===== src/hw/io_stop_pkg.sv =====
// Purpose: shared constants and carriers for the io/stop/status block
// Assumes: 40 MHz reference clock
// Notes: register map is a plain address/strobe port
package io_stop_pkg;
  localparam int unsigned CLK_HZ = 40_000_000;
  localparam int unsigned SLOW_FLASH_MS = 500;
  localparam int unsigned FAST_FLASH_MS = 100;
  localparam int unsigned SLOW_FLASH_CYC = CLK_HZ / 1000 * SLOW_FLASH_MS;
  localparam int unsigned FAST_FLASH_CYC = CLK_HZ / 1000 * FAST_FLASH_MS;
  localparam int unsigned ADC_BITS = 12;
  localparam logic [ADC_BITS-1:0] ADC_MAX = 12'hFFF;
  localparam int unsigned ADDR_W = 4;
  localparam logic [ADDR_W-1:0] REG_CTRL = 4'h0;
  localparam logic [ADDR_W-1:0] REG_INPUTS = 4'h1;
  localparam logic [ADDR_W-1:0] REG_ANALOG = 4'h2;
  localparam logic [ADDR_W-1:0] REG_ENC = 4'h3;
  localparam logic [ADDR_W-1:0] REG_IRQ_STAT = 4'h4;
  localparam logic [ADDR_W-1:0] REG_IRQ_MASK = 4'h5;
  localparam logic [ADDR_W-1:0] REG_STATUS = 4'h6;
  // ctrl fields
  localparam int unsigned CTRL_PU_HOME = 0;
  localparam int unsigned CTRL_PU_AB = 1;
  localparam int unsigned CTRL_OUT = 2;
  localparam int unsigned CTRL_STOP_L_EN = 3;
  localparam int unsigned CTRL_STOP_R_EN = 4;
  localparam int unsigned CTRL_ISO_STEPDIR = 5;
  localparam int unsigned CTRL_AB_ENC = 6;
  localparam int unsigned CTRL_HOME_DIG = 7;
  localparam int unsigned CTRL_FW_VALID = 8;
  localparam int unsigned CTRL_FW_UPDATE = 9;
  localparam int unsigned CTRL_RESTORE_DONE = 10;
  localparam logic [31:0] CTRL_RESET = 32'h0000_0002;
  // irq bits
  localparam int unsigned IRQ_W = 5;
  localparam int unsigned IRQ_STOP_L = 0;
  localparam int unsigned IRQ_STOP_R = 1;
  localparam int unsigned IRQ_HOME = 2;
  localparam int unsigned IRQ_USB = 3;
  localparam int unsigned IRQ_ENC_ERR = 4;
  typedef enum logic [1:0] {
    LED_RUN = 2'b00,
    LED_RESTORE = 2'b01,
    LED_BOOT = 2'b11
  } led_mode_t;
  typedef struct packed {
    logic step;
    logic dir;
  } motion_cmd_t;
  typedef struct packed {
    logic red;
    logic green;
  } led_pair_t;
endpackage : io_stop_pkg


===== src/hw/io_stop_status_logic.sv =====
// Purpose: multi-purpose inputs, stop gating, open-drain output, leds, restore strap
// Assumes: pins are asynchronous and pass a two-flop synchroniser
// Notes: adc samples arrive already on this clock
//
// Added by the designer: the strobed register port and the register addresses.
`timescale 1ns/1ps
`default_nettype none
// Operation
// - usb attach present forces can interface disabled.
// - analog/home input usable both ways with its own pull-up control.
// - one pull-up control drives both general inputs, on after reset.
// - open-drain output pulls low when active, released otherwise.
// - 12-bit conversion result, 0..4095, saturates above range.
// - left stop enabled and active blocks negative-direction steps.
// - right stop enabled and active blocks positive-direction steps.
// - isolated inputs act as stop switches or external step/direction.
// - general inputs decode a quadrature a/b encoder.
// - normal firmware: green flashes slowly, red off.
// - no valid firmware or updating: red and green both lit.
// - factory restore in progress: green flashes fast.
// - pads shorted at power-on start a factory restore.
// - after restore, next power-up with pads open uses defaults.
module io_stop_status_logic
  import io_stop_pkg::*;
#(
  parameter int unsigned SLOW_CYC = io_stop_pkg::SLOW_FLASH_CYC,
  parameter int unsigned FAST_CYC = io_stop_pkg::FAST_FLASH_CYC
) (
  input wire logic i_ref_clk, // 40 MHz clock
  input wire logic i_reset, // async reset, active high
  input wire logic [io_stop_pkg::ADDR_W-1:0] i_addr, // register address
  input wire logic [31:0] i_wdata, // write data
  input wire logic i_wr, // write strobe
  input wire logic i_rd, // read strobe
  output logic [31:0] o_rdata, // read data, cycle after strobe
  input wire logic i_analog_home_input, // digital view of analog/home pin
  input wire logic [io_stop_pkg::ADC_BITS:0] i_adc_raw, // raw conversion, extra top bit
  input wire logic i_general_input_a, // general input a / quad a
  input wire logic i_general_input_b, // general input b / quad b
  input wire logic i_iso_left, // isolated stop left / step
  input wire logic i_iso_right, // isolated stop right / dir
  input wire logic i_usb_attached, // usb vbus present
  input wire logic i_debug_data_pad, // pad shorted to clock pad, low = shorted
  input wire io_stop_pkg::motion_cmd_t i_int_cmd, // internal step/dir from ramp
  output io_stop_pkg::motion_cmd_t o_motor_cmd, // gated step/dir to driver
  output logic o_can_enable, // can transceiver enable
  output logic o_pu_home, // pull-up enable for analog/home pin
  output logic o_pu_general, // shared pull-up for general inputs
  output logic o_open_drain_output, // pin drive value (always low)
  output logic o_open_drain_output_oe, // pin output enable
  output logic o_restore_active, // factory restore running
  output io_stop_pkg::led_pair_t o_led, // status leds
  output logic o_irq // level interrupt
);
  import io_stop_pkg::*;

  // two-flop synchronisers for all pin inputs
  localparam int unsigned NSYNC = 7;
  logic [NSYNC-1:0] pin_raw;
  logic [NSYNC-1:0] sync1_q;
  logic [NSYNC-1:0] sync2_q;
  assign pin_raw = {i_debug_data_pad, i_usb_attached, i_iso_right, i_iso_left,
                    i_general_input_b, i_general_input_a, i_analog_home_input};
  always_ff @(posedge i_ref_clk or posedge i_reset) begin
    if (i_reset) begin
      sync1_q <= '0;
      sync2_q <= '0;
    end else begin
      sync1_q <= pin_raw;
      sync2_q <= sync1_q;
    end
  end
  logic home_s, quad_a, quad_b, iso_l, iso_r, usb_s, pad_s;
  assign {pad_s, usb_s, iso_r, iso_l, quad_b, quad_a, home_s} = sync2_q;

  // control register
  logic [31:0] ctrl_q;
  logic [IRQ_W-1:0] irq_stat_q;
  logic [IRQ_W-1:0] irq_mask_q;
  logic wr_ctrl;
  assign wr_ctrl = i_wr && (i_addr == REG_CTRL);
  always_ff @(posedge i_ref_clk or posedge i_reset) begin
    if (i_reset) begin
      ctrl_q <= CTRL_RESET;
    end else if (wr_ctrl) begin
      ctrl_q <= i_wdata;
    end
  end

  // pull-ups and open-drain output
  assign o_pu_home = ctrl_q[CTRL_PU_HOME];
  assign o_pu_general = ctrl_q[CTRL_PU_AB];
  assign o_open_drain_output = 1'b0;
  assign o_open_drain_output_oe = ctrl_q[CTRL_OUT];
  // can off while usb present
  assign o_can_enable = !usb_s;

  // adc saturation
  logic [ADC_BITS-1:0] adc_q;
  always_ff @(posedge i_ref_clk or posedge i_reset) begin
    if (i_reset) begin
      adc_q <= '0;
    end else begin
      adc_q <= i_adc_raw[ADC_BITS] ? ADC_MAX : i_adc_raw[ADC_BITS-1:0];
    end
  end

  // role selection for isolated inputs
  logic stepdir_mode;
  logic stop_l_act, stop_r_act;
  motion_cmd_t src_cmd;
  assign stepdir_mode = ctrl_q[CTRL_ISO_STEPDIR];
  assign stop_l_act = !stepdir_mode && ctrl_q[CTRL_STOP_L_EN] && iso_l;
  assign stop_r_act = !stepdir_mode && ctrl_q[CTRL_STOP_R_EN] && iso_r;
  assign src_cmd = stepdir_mode ? motion_cmd_t'{step: iso_l, dir: iso_r} : i_int_cmd;

  // direction-gated step; dir=1 positive, dir=0 negative
  always_ff @(posedge i_ref_clk or posedge i_reset) begin
    if (i_reset) begin
      o_motor_cmd <= '0;
    end else begin
      o_motor_cmd.dir <= src_cmd.dir;
      o_motor_cmd.step <= src_cmd.step
        && !(stop_l_act && !src_cmd.dir)
        && !(stop_r_act && src_cmd.dir);
    end
  end

  // quadrature decoder on general inputs
  logic [1:0] ab_q;
  logic [31:0] enc_cnt_q;
  logic enc_en, enc_err;
  assign enc_en = ctrl_q[CTRL_AB_ENC];
  assign enc_err = enc_en && (ab_q[0] != quad_a) && (ab_q[1] != quad_b);
  always_ff @(posedge i_ref_clk or posedge i_reset) begin
    if (i_reset) begin
      ab_q <= '0;
      enc_cnt_q <= '0;
    end else begin
      ab_q <= {quad_b, quad_a};
      if (enc_en && !enc_err) begin
        if (ab_q[0] != quad_a) begin
          enc_cnt_q <= (quad_a != quad_b) ? enc_cnt_q + 32'h1 : enc_cnt_q - 32'h1;
        end else if (ab_q[1] != quad_b) begin
          enc_cnt_q <= (quad_a == quad_b) ? enc_cnt_q + 32'h1 : enc_cnt_q - 32'h1;
        end
      end
    end
  end

  // factory restore strap caught once the synchroniser holds the real pad level,
  // since its reset value would otherwise read as a shorted pad
  logic [1:0] strap_wait_q;
  logic strap_seen_q;
  logic restore_q;
  always_ff @(posedge i_ref_clk or posedge i_reset) begin
    if (i_reset) begin
      strap_wait_q <= '0;
      strap_seen_q <= 1'b0;
      restore_q <= 1'b0;
    end else if (!strap_seen_q) begin
      strap_wait_q <= {strap_wait_q[0], 1'b1};
      if (strap_wait_q[1]) begin
        strap_seen_q <= 1'b1;
        restore_q <= !pad_s;
      end
    end else if (wr_ctrl && i_wdata[CTRL_RESTORE_DONE]) begin
      restore_q <= 1'b0;
    end
  end
  assign o_restore_active = restore_q;

  // led mode and flasher
  led_mode_t led_mode;
  logic [31:0] flash_cnt_q;
  logic flash_q;
  logic [31:0] flash_lim;
  always_comb begin
    if (restore_q) begin
      led_mode = LED_RESTORE;
    end else if (!ctrl_q[CTRL_FW_VALID] || ctrl_q[CTRL_FW_UPDATE]) begin
      led_mode = LED_BOOT;
    end else begin
      led_mode = LED_RUN;
    end
  end
  assign flash_lim = (led_mode == LED_RESTORE) ? 32'(FAST_CYC - 1) : 32'(SLOW_CYC - 1);
  always_ff @(posedge i_ref_clk or posedge i_reset) begin
    if (i_reset) begin
      flash_cnt_q <= '0;
      flash_q <= 1'b0;
    end else if (flash_cnt_q >= flash_lim) begin
      flash_cnt_q <= '0;
      flash_q <= !flash_q;
    end else begin
      flash_cnt_q <= flash_cnt_q + 32'h1;
    end
  end
  always_ff @(posedge i_ref_clk or posedge i_reset) begin
    if (i_reset) begin
      o_led <= '0;
    end else begin
      unique case (led_mode)
        LED_RUN: o_led <= '{red: 1'b0, green: flash_q};
        LED_BOOT: o_led <= '{red: 1'b1, green: 1'b1};
        LED_RESTORE: o_led <= '{red: 1'b0, green: flash_q};
        default: o_led <= '0;
      endcase
    end
  end

  // interrupt status: set wins over write-one-to-clear
  logic [IRQ_W-1:0] ev;
  logic home_q, usb_q, sl_q, sr_q;
  always_ff @(posedge i_ref_clk or posedge i_reset) begin
    if (i_reset) begin
      home_q <= 1'b0;
      usb_q <= 1'b0;
      sl_q <= 1'b0;
      sr_q <= 1'b0;
    end else begin
      home_q <= home_s;
      usb_q <= usb_s;
      sl_q <= stop_l_act;
      sr_q <= stop_r_act;
    end
  end
  always_comb begin
    ev = '0;
    ev[IRQ_STOP_L] = stop_l_act && !sl_q;
    ev[IRQ_STOP_R] = stop_r_act && !sr_q;
    ev[IRQ_HOME] = ctrl_q[CTRL_HOME_DIG] && (home_s != home_q);
    ev[IRQ_USB] = usb_s != usb_q;
    ev[IRQ_ENC_ERR] = enc_err;
  end
  always_ff @(posedge i_ref_clk or posedge i_reset) begin
    if (i_reset) begin
      irq_stat_q <= '0;
      irq_mask_q <= '0;
    end else begin
      if (i_wr && i_addr == REG_IRQ_MASK) begin
        irq_mask_q <= i_wdata[IRQ_W-1:0];
      end
      if (i_wr && i_addr == REG_IRQ_STAT) begin
        irq_stat_q <= (irq_stat_q & ~i_wdata[IRQ_W-1:0]) | ev;
      end else begin
        irq_stat_q <= irq_stat_q | ev;
      end
    end
  end
  assign o_irq = |(irq_stat_q & irq_mask_q);

  // read mux, data one cycle after strobe
  always_ff @(posedge i_ref_clk or posedge i_reset) begin
    if (i_reset) begin
      o_rdata <= '0;
    end else if (i_rd) begin
      unique case (i_addr)
        REG_CTRL: o_rdata <= ctrl_q;
        REG_INPUTS: o_rdata <= {26'h0, usb_s, iso_r, iso_l, quad_b, quad_a, home_s};
        REG_ANALOG: o_rdata <= {20'h0, adc_q};
        REG_ENC: o_rdata <= enc_cnt_q;
        REG_IRQ_STAT: o_rdata <= {27'h0, irq_stat_q};
        REG_IRQ_MASK: o_rdata <= {27'h0, irq_mask_q};
        REG_STATUS: o_rdata <= {29'h0, !usb_s, strap_seen_q, restore_q};
        default: o_rdata <= 32'h0;
      endcase
    end else begin
      o_rdata <= '0;
    end
  end
endmodule : io_stop_status_logic
`default_nettype wire


===== config.mk =====
export PLATFORM = sky130hd
export DESIGN_NAME = io_stop_status_logic
export DESIGN_NICKNAME = d
export VERILOG_FILES = /design/src/hw/io_stop_pkg.sv /design/src/hw/io_stop_status_logic.sv
export SDC_FILE = /design/constraint.sdc
export NUM_CORES = 1
export LEC_CHECK = 0
export BUFFER_PORTS_ARGS = -buffer_cell sky130_fd_sc_hd__buf_4
export CAP_MARGIN = 25
export CORE_MARGIN = 2
export CORE_UTILIZATION = 45
export DETAILED_ROUTE_END_ITERATION = 10
export REMOVE_ABC_BUFFERS = 1
export SETUP_SLACK_MARGIN = 0.1
export SLEW_MARGIN = 20
export SYNTH_ARGS = -nofsm -noshare
export SYNTH_HDL_FRONTEND = slang
export SYNTH_SLANG_ARGS = --single-unit

===== constraint.sdc =====
create_clock -name i_ref_clk -period 14.2 [get_ports i_ref_clk]
set_input_delay 4.26 -clock i_ref_clk [delete_from_list [all_inputs] [get_ports i_ref_clk]]
set_output_delay 4.26 -clock i_ref_clk [all_outputs]
set_load 0.005 [all_outputs]

==> After elaboration in Yosys (flattened, before gate mapping) <==
Index checks and enable logic that the tools add are counted.
W data, S select, Z words.
{ "op_classes": {"n_reduce_logical": 38, "bitwise": 5, "magnitude_cmp": 1, "eq_ne": 15, "addsub": 3, "muxes": 19} }
{ "ops": {"columns": ["op", "n"], "rows": [
  ["$pmux W32 S7", 1],
  ["$mux W32", 6],
  ["$add A32 B1 Y32 const B", 2],
  ["$ge A32 B25 Y1", 1],
  ["$sub A32 B1 Y32 const B", 1],
  ["$mux W25", 1],
  ["$logic_and A1 B1 Y1", 18],
  ["$eq A4 B3 Y1 const B", 3],
  ["$mux W12", 1],
  ["$logic_not A1 Y1", 11],
  ["$and A5 B5 Y5", 2],
  ["$or A5 B5 Y5", 2],
  ["$eq A4 B2 Y1 const B", 2],
  ["$mux W2", 3],
  ["$mux W1", 5],
  ["$mux W5", 1],
  ["$ne A1 B1 Y1", 5],
  ["$not A5 Y5", 1],
  ["$reduce_or A5 Y1", 1],
  ["$eq A4 B1 Y1 const B", 1],
  ["$logic_not A4 Y1", 1],
  ["$pmux W2 S2", 1],
  ["$reduce_and A2 Y1", 2],
  ["$reduce_bool A2 Y1", 2],
  ["7 further kinds", 7]
]} }
{ "word_totals": {"out_inout_bits": 43, "wordCells": 103, "ff_bits": 179} }

==> Logic depth before layout (Yosys ltp) <==
{ "logic_depth": {"depth_word": 8, "ltp_mapped": 9} }

==> Least setup slack after synthesis <==
No wires, ideal clock.
{ "synth_path": {"path_type": "input port to flip-flop", "startpoint": "input port i_addr[0] (netlist bit)", "endpoint": "register o_rdata[31]", "setup_slack_ns": 8.463, "stages": 6, "n_path_buf": 3, "required_ns": 14.126, "arrival_ns": 5.663, "cell_sequence": "clkbuf_1 > buf_1 > and3_1 > clkbuf_1 > a22oi_1 > nor2_1"} }
{ "synth_via": {"elab_chain_len": 3, "elab_cells_between_ends": 9, "cone_classes": "eq/ne (6); mux (2); reduce/logical (1)"} }
{ "synth_rtl": {"columns": ["element", "line", "source"], "rows": [
  ["start: declaration", "io_stop_status_logic.sv:31", "input wire logic [io_stop_pkg::ADDR_W-1:0] i_addr,"],
  ["$eq A4 B3 Y1 (tied with other cells)", "io_stop_status_logic.sv:258", "unique case (i_addr)"],
  ["$pmux W32 S7 *", "io_stop_status_logic.sv:258", null],
  ["$mux W32 *", "io_stop_status_logic.sv:257", "end else if (i_rd) begin"],
  ["end signal: assignment", "io_stop_status_logic.sv:259", "REG_CTRL: o_rdata <= ctrl_q;"],
  ["end signal: assignment", "io_stop_status_logic.sv:260", "REG_INPUTS: o_rdata <= {26'h0, usb_s, iso_r, iso_l, quad_b, quad_a, home_s};"],
  ["end signal: assignment", "io_stop_status_logic.sv:261", "REG_ANALOG: o_rdata <= {20'h0, adc_q};"],
  ["end: declaration", "io_stop_status_logic.sv:35", "output logic [31:0] o_rdata,"]
]} }
Every way passes the cells marked *; elsewhere a longest branch is shown, timed or not.
A chain may end at the register's enable or synchronous reset.

==> Final worst setup path <==
{ "layout_path": {"startpoint": "input port i_addr[0] (netlist bit)", "endpoint": "register ctrl_q[2]"} }
{ "layout_via": {"elab_chain_len": 2} }
{ "layout_rtl": {"columns": ["element", "line", "source"], "rows": [
  ["$logic_not A4 Y1", "io_stop_status_logic.sv:81", "assign wr_ctrl = i_wr && (i_addr == REG_CTRL);"],
  ["$logic_and A1 B1 Y1", "io_stop_status_logic.sv:81", null],
  ["end signal: assignment", "io_stop_status_logic.sv:86", "ctrl_q <= i_wdata;"],
  ["end: declaration", "io_stop_status_logic.sv:77", "logic [31:0] ctrl_q;"]
]} }
Every way passes these cells.

==> flow_metrics.py <==
metrics = {
    "route": {
        "drt_iter0_drc": 330,
        "wl_mm": 18.4,
        "wl_per_cell_um": 17.4,
        "remaining_drc_errors": 0,
        "num_vias": 5828,
        "dr.pass1.iters": 5,
        "antenna_left": 0,
        "viasPerCell": 5.49,
    },
    "cells_and_area": {
        "instances_no_fill": 1062,
        "fillers": 1552,
        "syn_to_final_growth_pct": 19.5,
        "layout_commonest_cell": "dfrtp_1",
        "diodes": 0,
        "drive_above_1_share_pct": 26.8,
        "multi_input_area_mm2": 0.00343,
        "final_core_util_pct": 54.3,
        "final_cell_mix": "dfrtp_1, buf_4, nor2_1, nand2_1, mux2_2",
        "seq_area_mm2": 0.00448,
        "fin_nets": 890,
        "final_area_mm2": 0.00969,
    },
    "grt": {
        "antenna_found_initial": 0,
        "met3_usage_pct": 4.05,
        "grtUsageMet1_pct": 27.7,
        "grt_pass1_wl_mm": 30.4,
        "grt_pass1_vias": 5747,
        "overflow": 0,
        "busiest_layer": "met2",
        "grt_max_degree": 98,
        "grt_use_met2_pct": 31.4,
        "track_usage_pct": 19.8,
    },
    "die": {
        "core_mm2": 0.0178,
        "die-height_um": 138,
        "start_util_pct": 45.5,
        "die_w_um": 138,
        "dieArea_mm2": 0.0191,
        "fp-row-count": 49,
        "io_pins": 105,
    },
    "place": {
        "gp_congestion": 0.867,
        "dp_hpwl_mm": 13.0,
        "place_inst": 1030,
        "place_area_mm2": 0.00907,
        "io_buffers": 103,
    },
    "clock_tree": {
        "post_cts_resized": 0,
        "h-tree-depth": 4,
        "cts_hold_buf": 0,
        "cts_buffer_depth": 2,
        "cts-root-buf": "clkbuf_16",
        "clk_latency_ns": 0.43,
        "cts_buffers": 17,
        "clk_pin_slew_ns": 0.07,
        "cts_tree": "yes",
        "cts_setup_buffers": 0,
        "cts.sinks": 179,
    },
    "sta": {
        "fin_crit_ns": 5.98,
        "tns_ns": 0,
        "hold_viol_final": 0,
        "relSlewSlack_pct": 39.8,
        "clock.fmax_mhz": 167,
        "drv_slew": 0,
        "fin_hold_ws_ns": 0.350,
        "setup_viol": 0,
        "timing.final.crit_share_pct": 42.1,
        "fin_worst_skew_ns": 0.0110,
        "rsz0062_at_grt": "false",
        "tightest_slew_ns": 0.903,
    },
    "logic_synthesis": {
        "ys_types": 69,
        "synth.mux.area_fraction_pct": 7.70,
        "synthSimpleGateAreaFrac_pct": 18.0,
        "ys.flop_type": "dfrtp_1",
        "synth-async-reset-ratio_pct": 100,
        "synth_edf_count": 0,
        "ys_seq_elements": 179,
        "synth_warnings": 0,
        "syn_inst": 727,
        "netlist_area_mm2": 0.00811,
        "synthXorXnorAreaFrac_pct": 7.10,
        "ys_seq_area_share_pct": 55.2,
        "synth_fa_ha_area_share_pct": 1.23,
        "synth_top_family_by_area": "simple AND/OR/NAND/NOR gates",
        "synth_compound_area_share_pct": 7.84,
        "syn_area_per_cell_um2": 11.2,
    },
    "status": {
        "status": "finished clean",
    },
    "power": {
        "cellPowerDensity_mw_per_mm2": 147,
        "clkPwrFrac_pct": 34.8,
        "p_leak_nw": 4.20,
        "comb_power_share_pct": 16.4,
        "p_switching_mw": 0.438,
        "sw_frac_of_total_pct": 30.7,
        "peakVddDrop_mv": 0.0929,
        "share_seq_of_total_power_pct": 48.9,
        "p_int_mw": 0.990,
    },
    "critical_path": {
        "worstSetupStartpoint": "i_addr[0]",
        "crit_path_frequent_cell": "buf_4",
        "path_cells": "buf_4 -> nor4_4 -> buf_4 -> nand2_1 -> buf_4 -> mux2_2",
        "path_max_fanout": 26,
        "cpMaxStageDelayCell": "nand2_1",
        "worst_setup_path_end_kind": "flip-flop",
        "reg2reg_from": "sync2_q[2]$_DFF_PP0_",
        "cp_slowest_stage_delay_ns": 0.48,
        "cp_data_arrival_time_ns": 6.30,
        "worst-setup-path-type": "input pin to flip-flop",
        "cp.required_ns": 14.51,
        "cp-start-kind": "input pin",
    },
    "job": {
        "cap_violations": 0,
    },
    "hold_path": {
        "hp-class": "flip-flop to flip-flop",
        "min-delay-start": "sync1_q[3]$_DFF_PP0_",
    },
}
==> area by class of cell <==
class | count | share of cell area, %
multi-input cells | 501 | 35.4
clock buffers | 17 | 4.39
repair buffers | 107 | 8.37
well taps | 229 | 2.96
clock inverters | 15 | 2.01
inverters | 14 | 0.594
flip-flops and latches | 179 | 46.2
==> cells by family after synthesis <==
group	count (synthesis)
flops	179
simple gates	279
mux	53
fa+ha+maj	8
xor+xnor	64
compound gates	90
buf+inv	53
other cells	1
==> cells in the mapped netlist, drive strengths merged (2+ instances only) <==
master	number	area, µm²
o32ai	2	25.0
nand4	13	81.3
a22o	3	26.3
inv	14	52.6
nand2b	2	20.0
and3	7	43.8
a21oi	19	95.1
nor3	18	95.1
or4	6	52.6
and2	4	25.0
nor2	91	349
a21o	2	15.0
o22ai	3	18.8
nor4	17	158
nand3	26	130
clkbuf	25	93.8
o21ai	10	50.1
nor2b	2	12.5
mux4	3	67.6
mux2i	5	50.1
ha	8	100
nand4b	2	17.5
buf	14	80.1
a32oi	4	35.0
mux2	45	507
dfrtp	178	4450
a31oi	5	31.3
a222oi	2	20.0
xnor2	35	314
or3	7	63.8
or2	16	100
nor4b	2	17.5
xor2	29	262
or3b	2	17.5
nand3b	6	45.0
nand2	55	209
o31ai	3	22.5
a22oi	28	210
==> critical path: cells and delay by family <==
kind                   cells  cell delay [ns]
and+or+nand+nor            2             0.75
muxes                      1             0.30
buffers and inverters      3             0.96
==> worst paths after layout <==
check,endpoint,depth (start not counted),slack (ns)
max,ctrl_q[2]$_DFFE_PP0P_,6,8.22
min,sync2_q[3]$_DFF_PP0_,0,0.35
max reg2reg,enc_cnt_q[26]$_DFFE_PP0P_,6,11.36
min reg2reg,sync2_q[3]$_DFF_PP0_,0,0.35
max in group asynchronous,home_q$_DFF_PP0_,3,8.95
min in group asynchronous,o_rdata[28]$_DFF_PP0_,2,4.01
==> power by group through the flow <==
| stage | sequential, mW | clock, mW | combinational [mW] |
|---|---|---|---|
| 6_report | 0.697 | 0.496 | 0.234 |
| 3_3_place_gp | 0.704 | 0 | 0.228 |
| 2_1_floorplan | 0.671 | 0 | 0.171 |
| 3_5_place_dp | 0.706 | 0 | 0.234 |
| 4_1_cts | 0.697 | 0.509 | 0.235 |
| 5_1_grt | 0.710 | 0.529 | 0.260 |
==> metrics by stage <==
| step | power [mW] | setup WS (ns) |
|---|---|---|
| 2_1_floorplan | 0.842 | 5.08 |
| 4_1_cts | 1.44 | 8.23 |
| 5_1_grt | 1.50 | 8.11 |
| 3_5_place_dp | 0.940 | 7.77 |
| 6_report | 1.43 | 8.22 |
| 3_3_place_gp | 0.932 | 7.82 |
==> state kept, by name (all words and copies together), names as in the netlist, 2 cells and up <==
signal,cells
ab_q,2
adc_q,12
ctrl_q,32
enc_cnt_q,32
flash_cnt_q,32
irq_mask_q,5
irq_stat_q,5
o_led,2
o_motor_cmd,2
o_rdata,32
strap_wait_q,2
sync1_q,7
sync2_q,7
==> routing by layer <==
metal  share of wire, %  vias up
met5                  0        -
met2                 48      152
met3                4.5       17
met1                 46     2929
met4                1.2        0
li1                   -     2730
No activity file was read; power rests on OpenSTA's default activity.
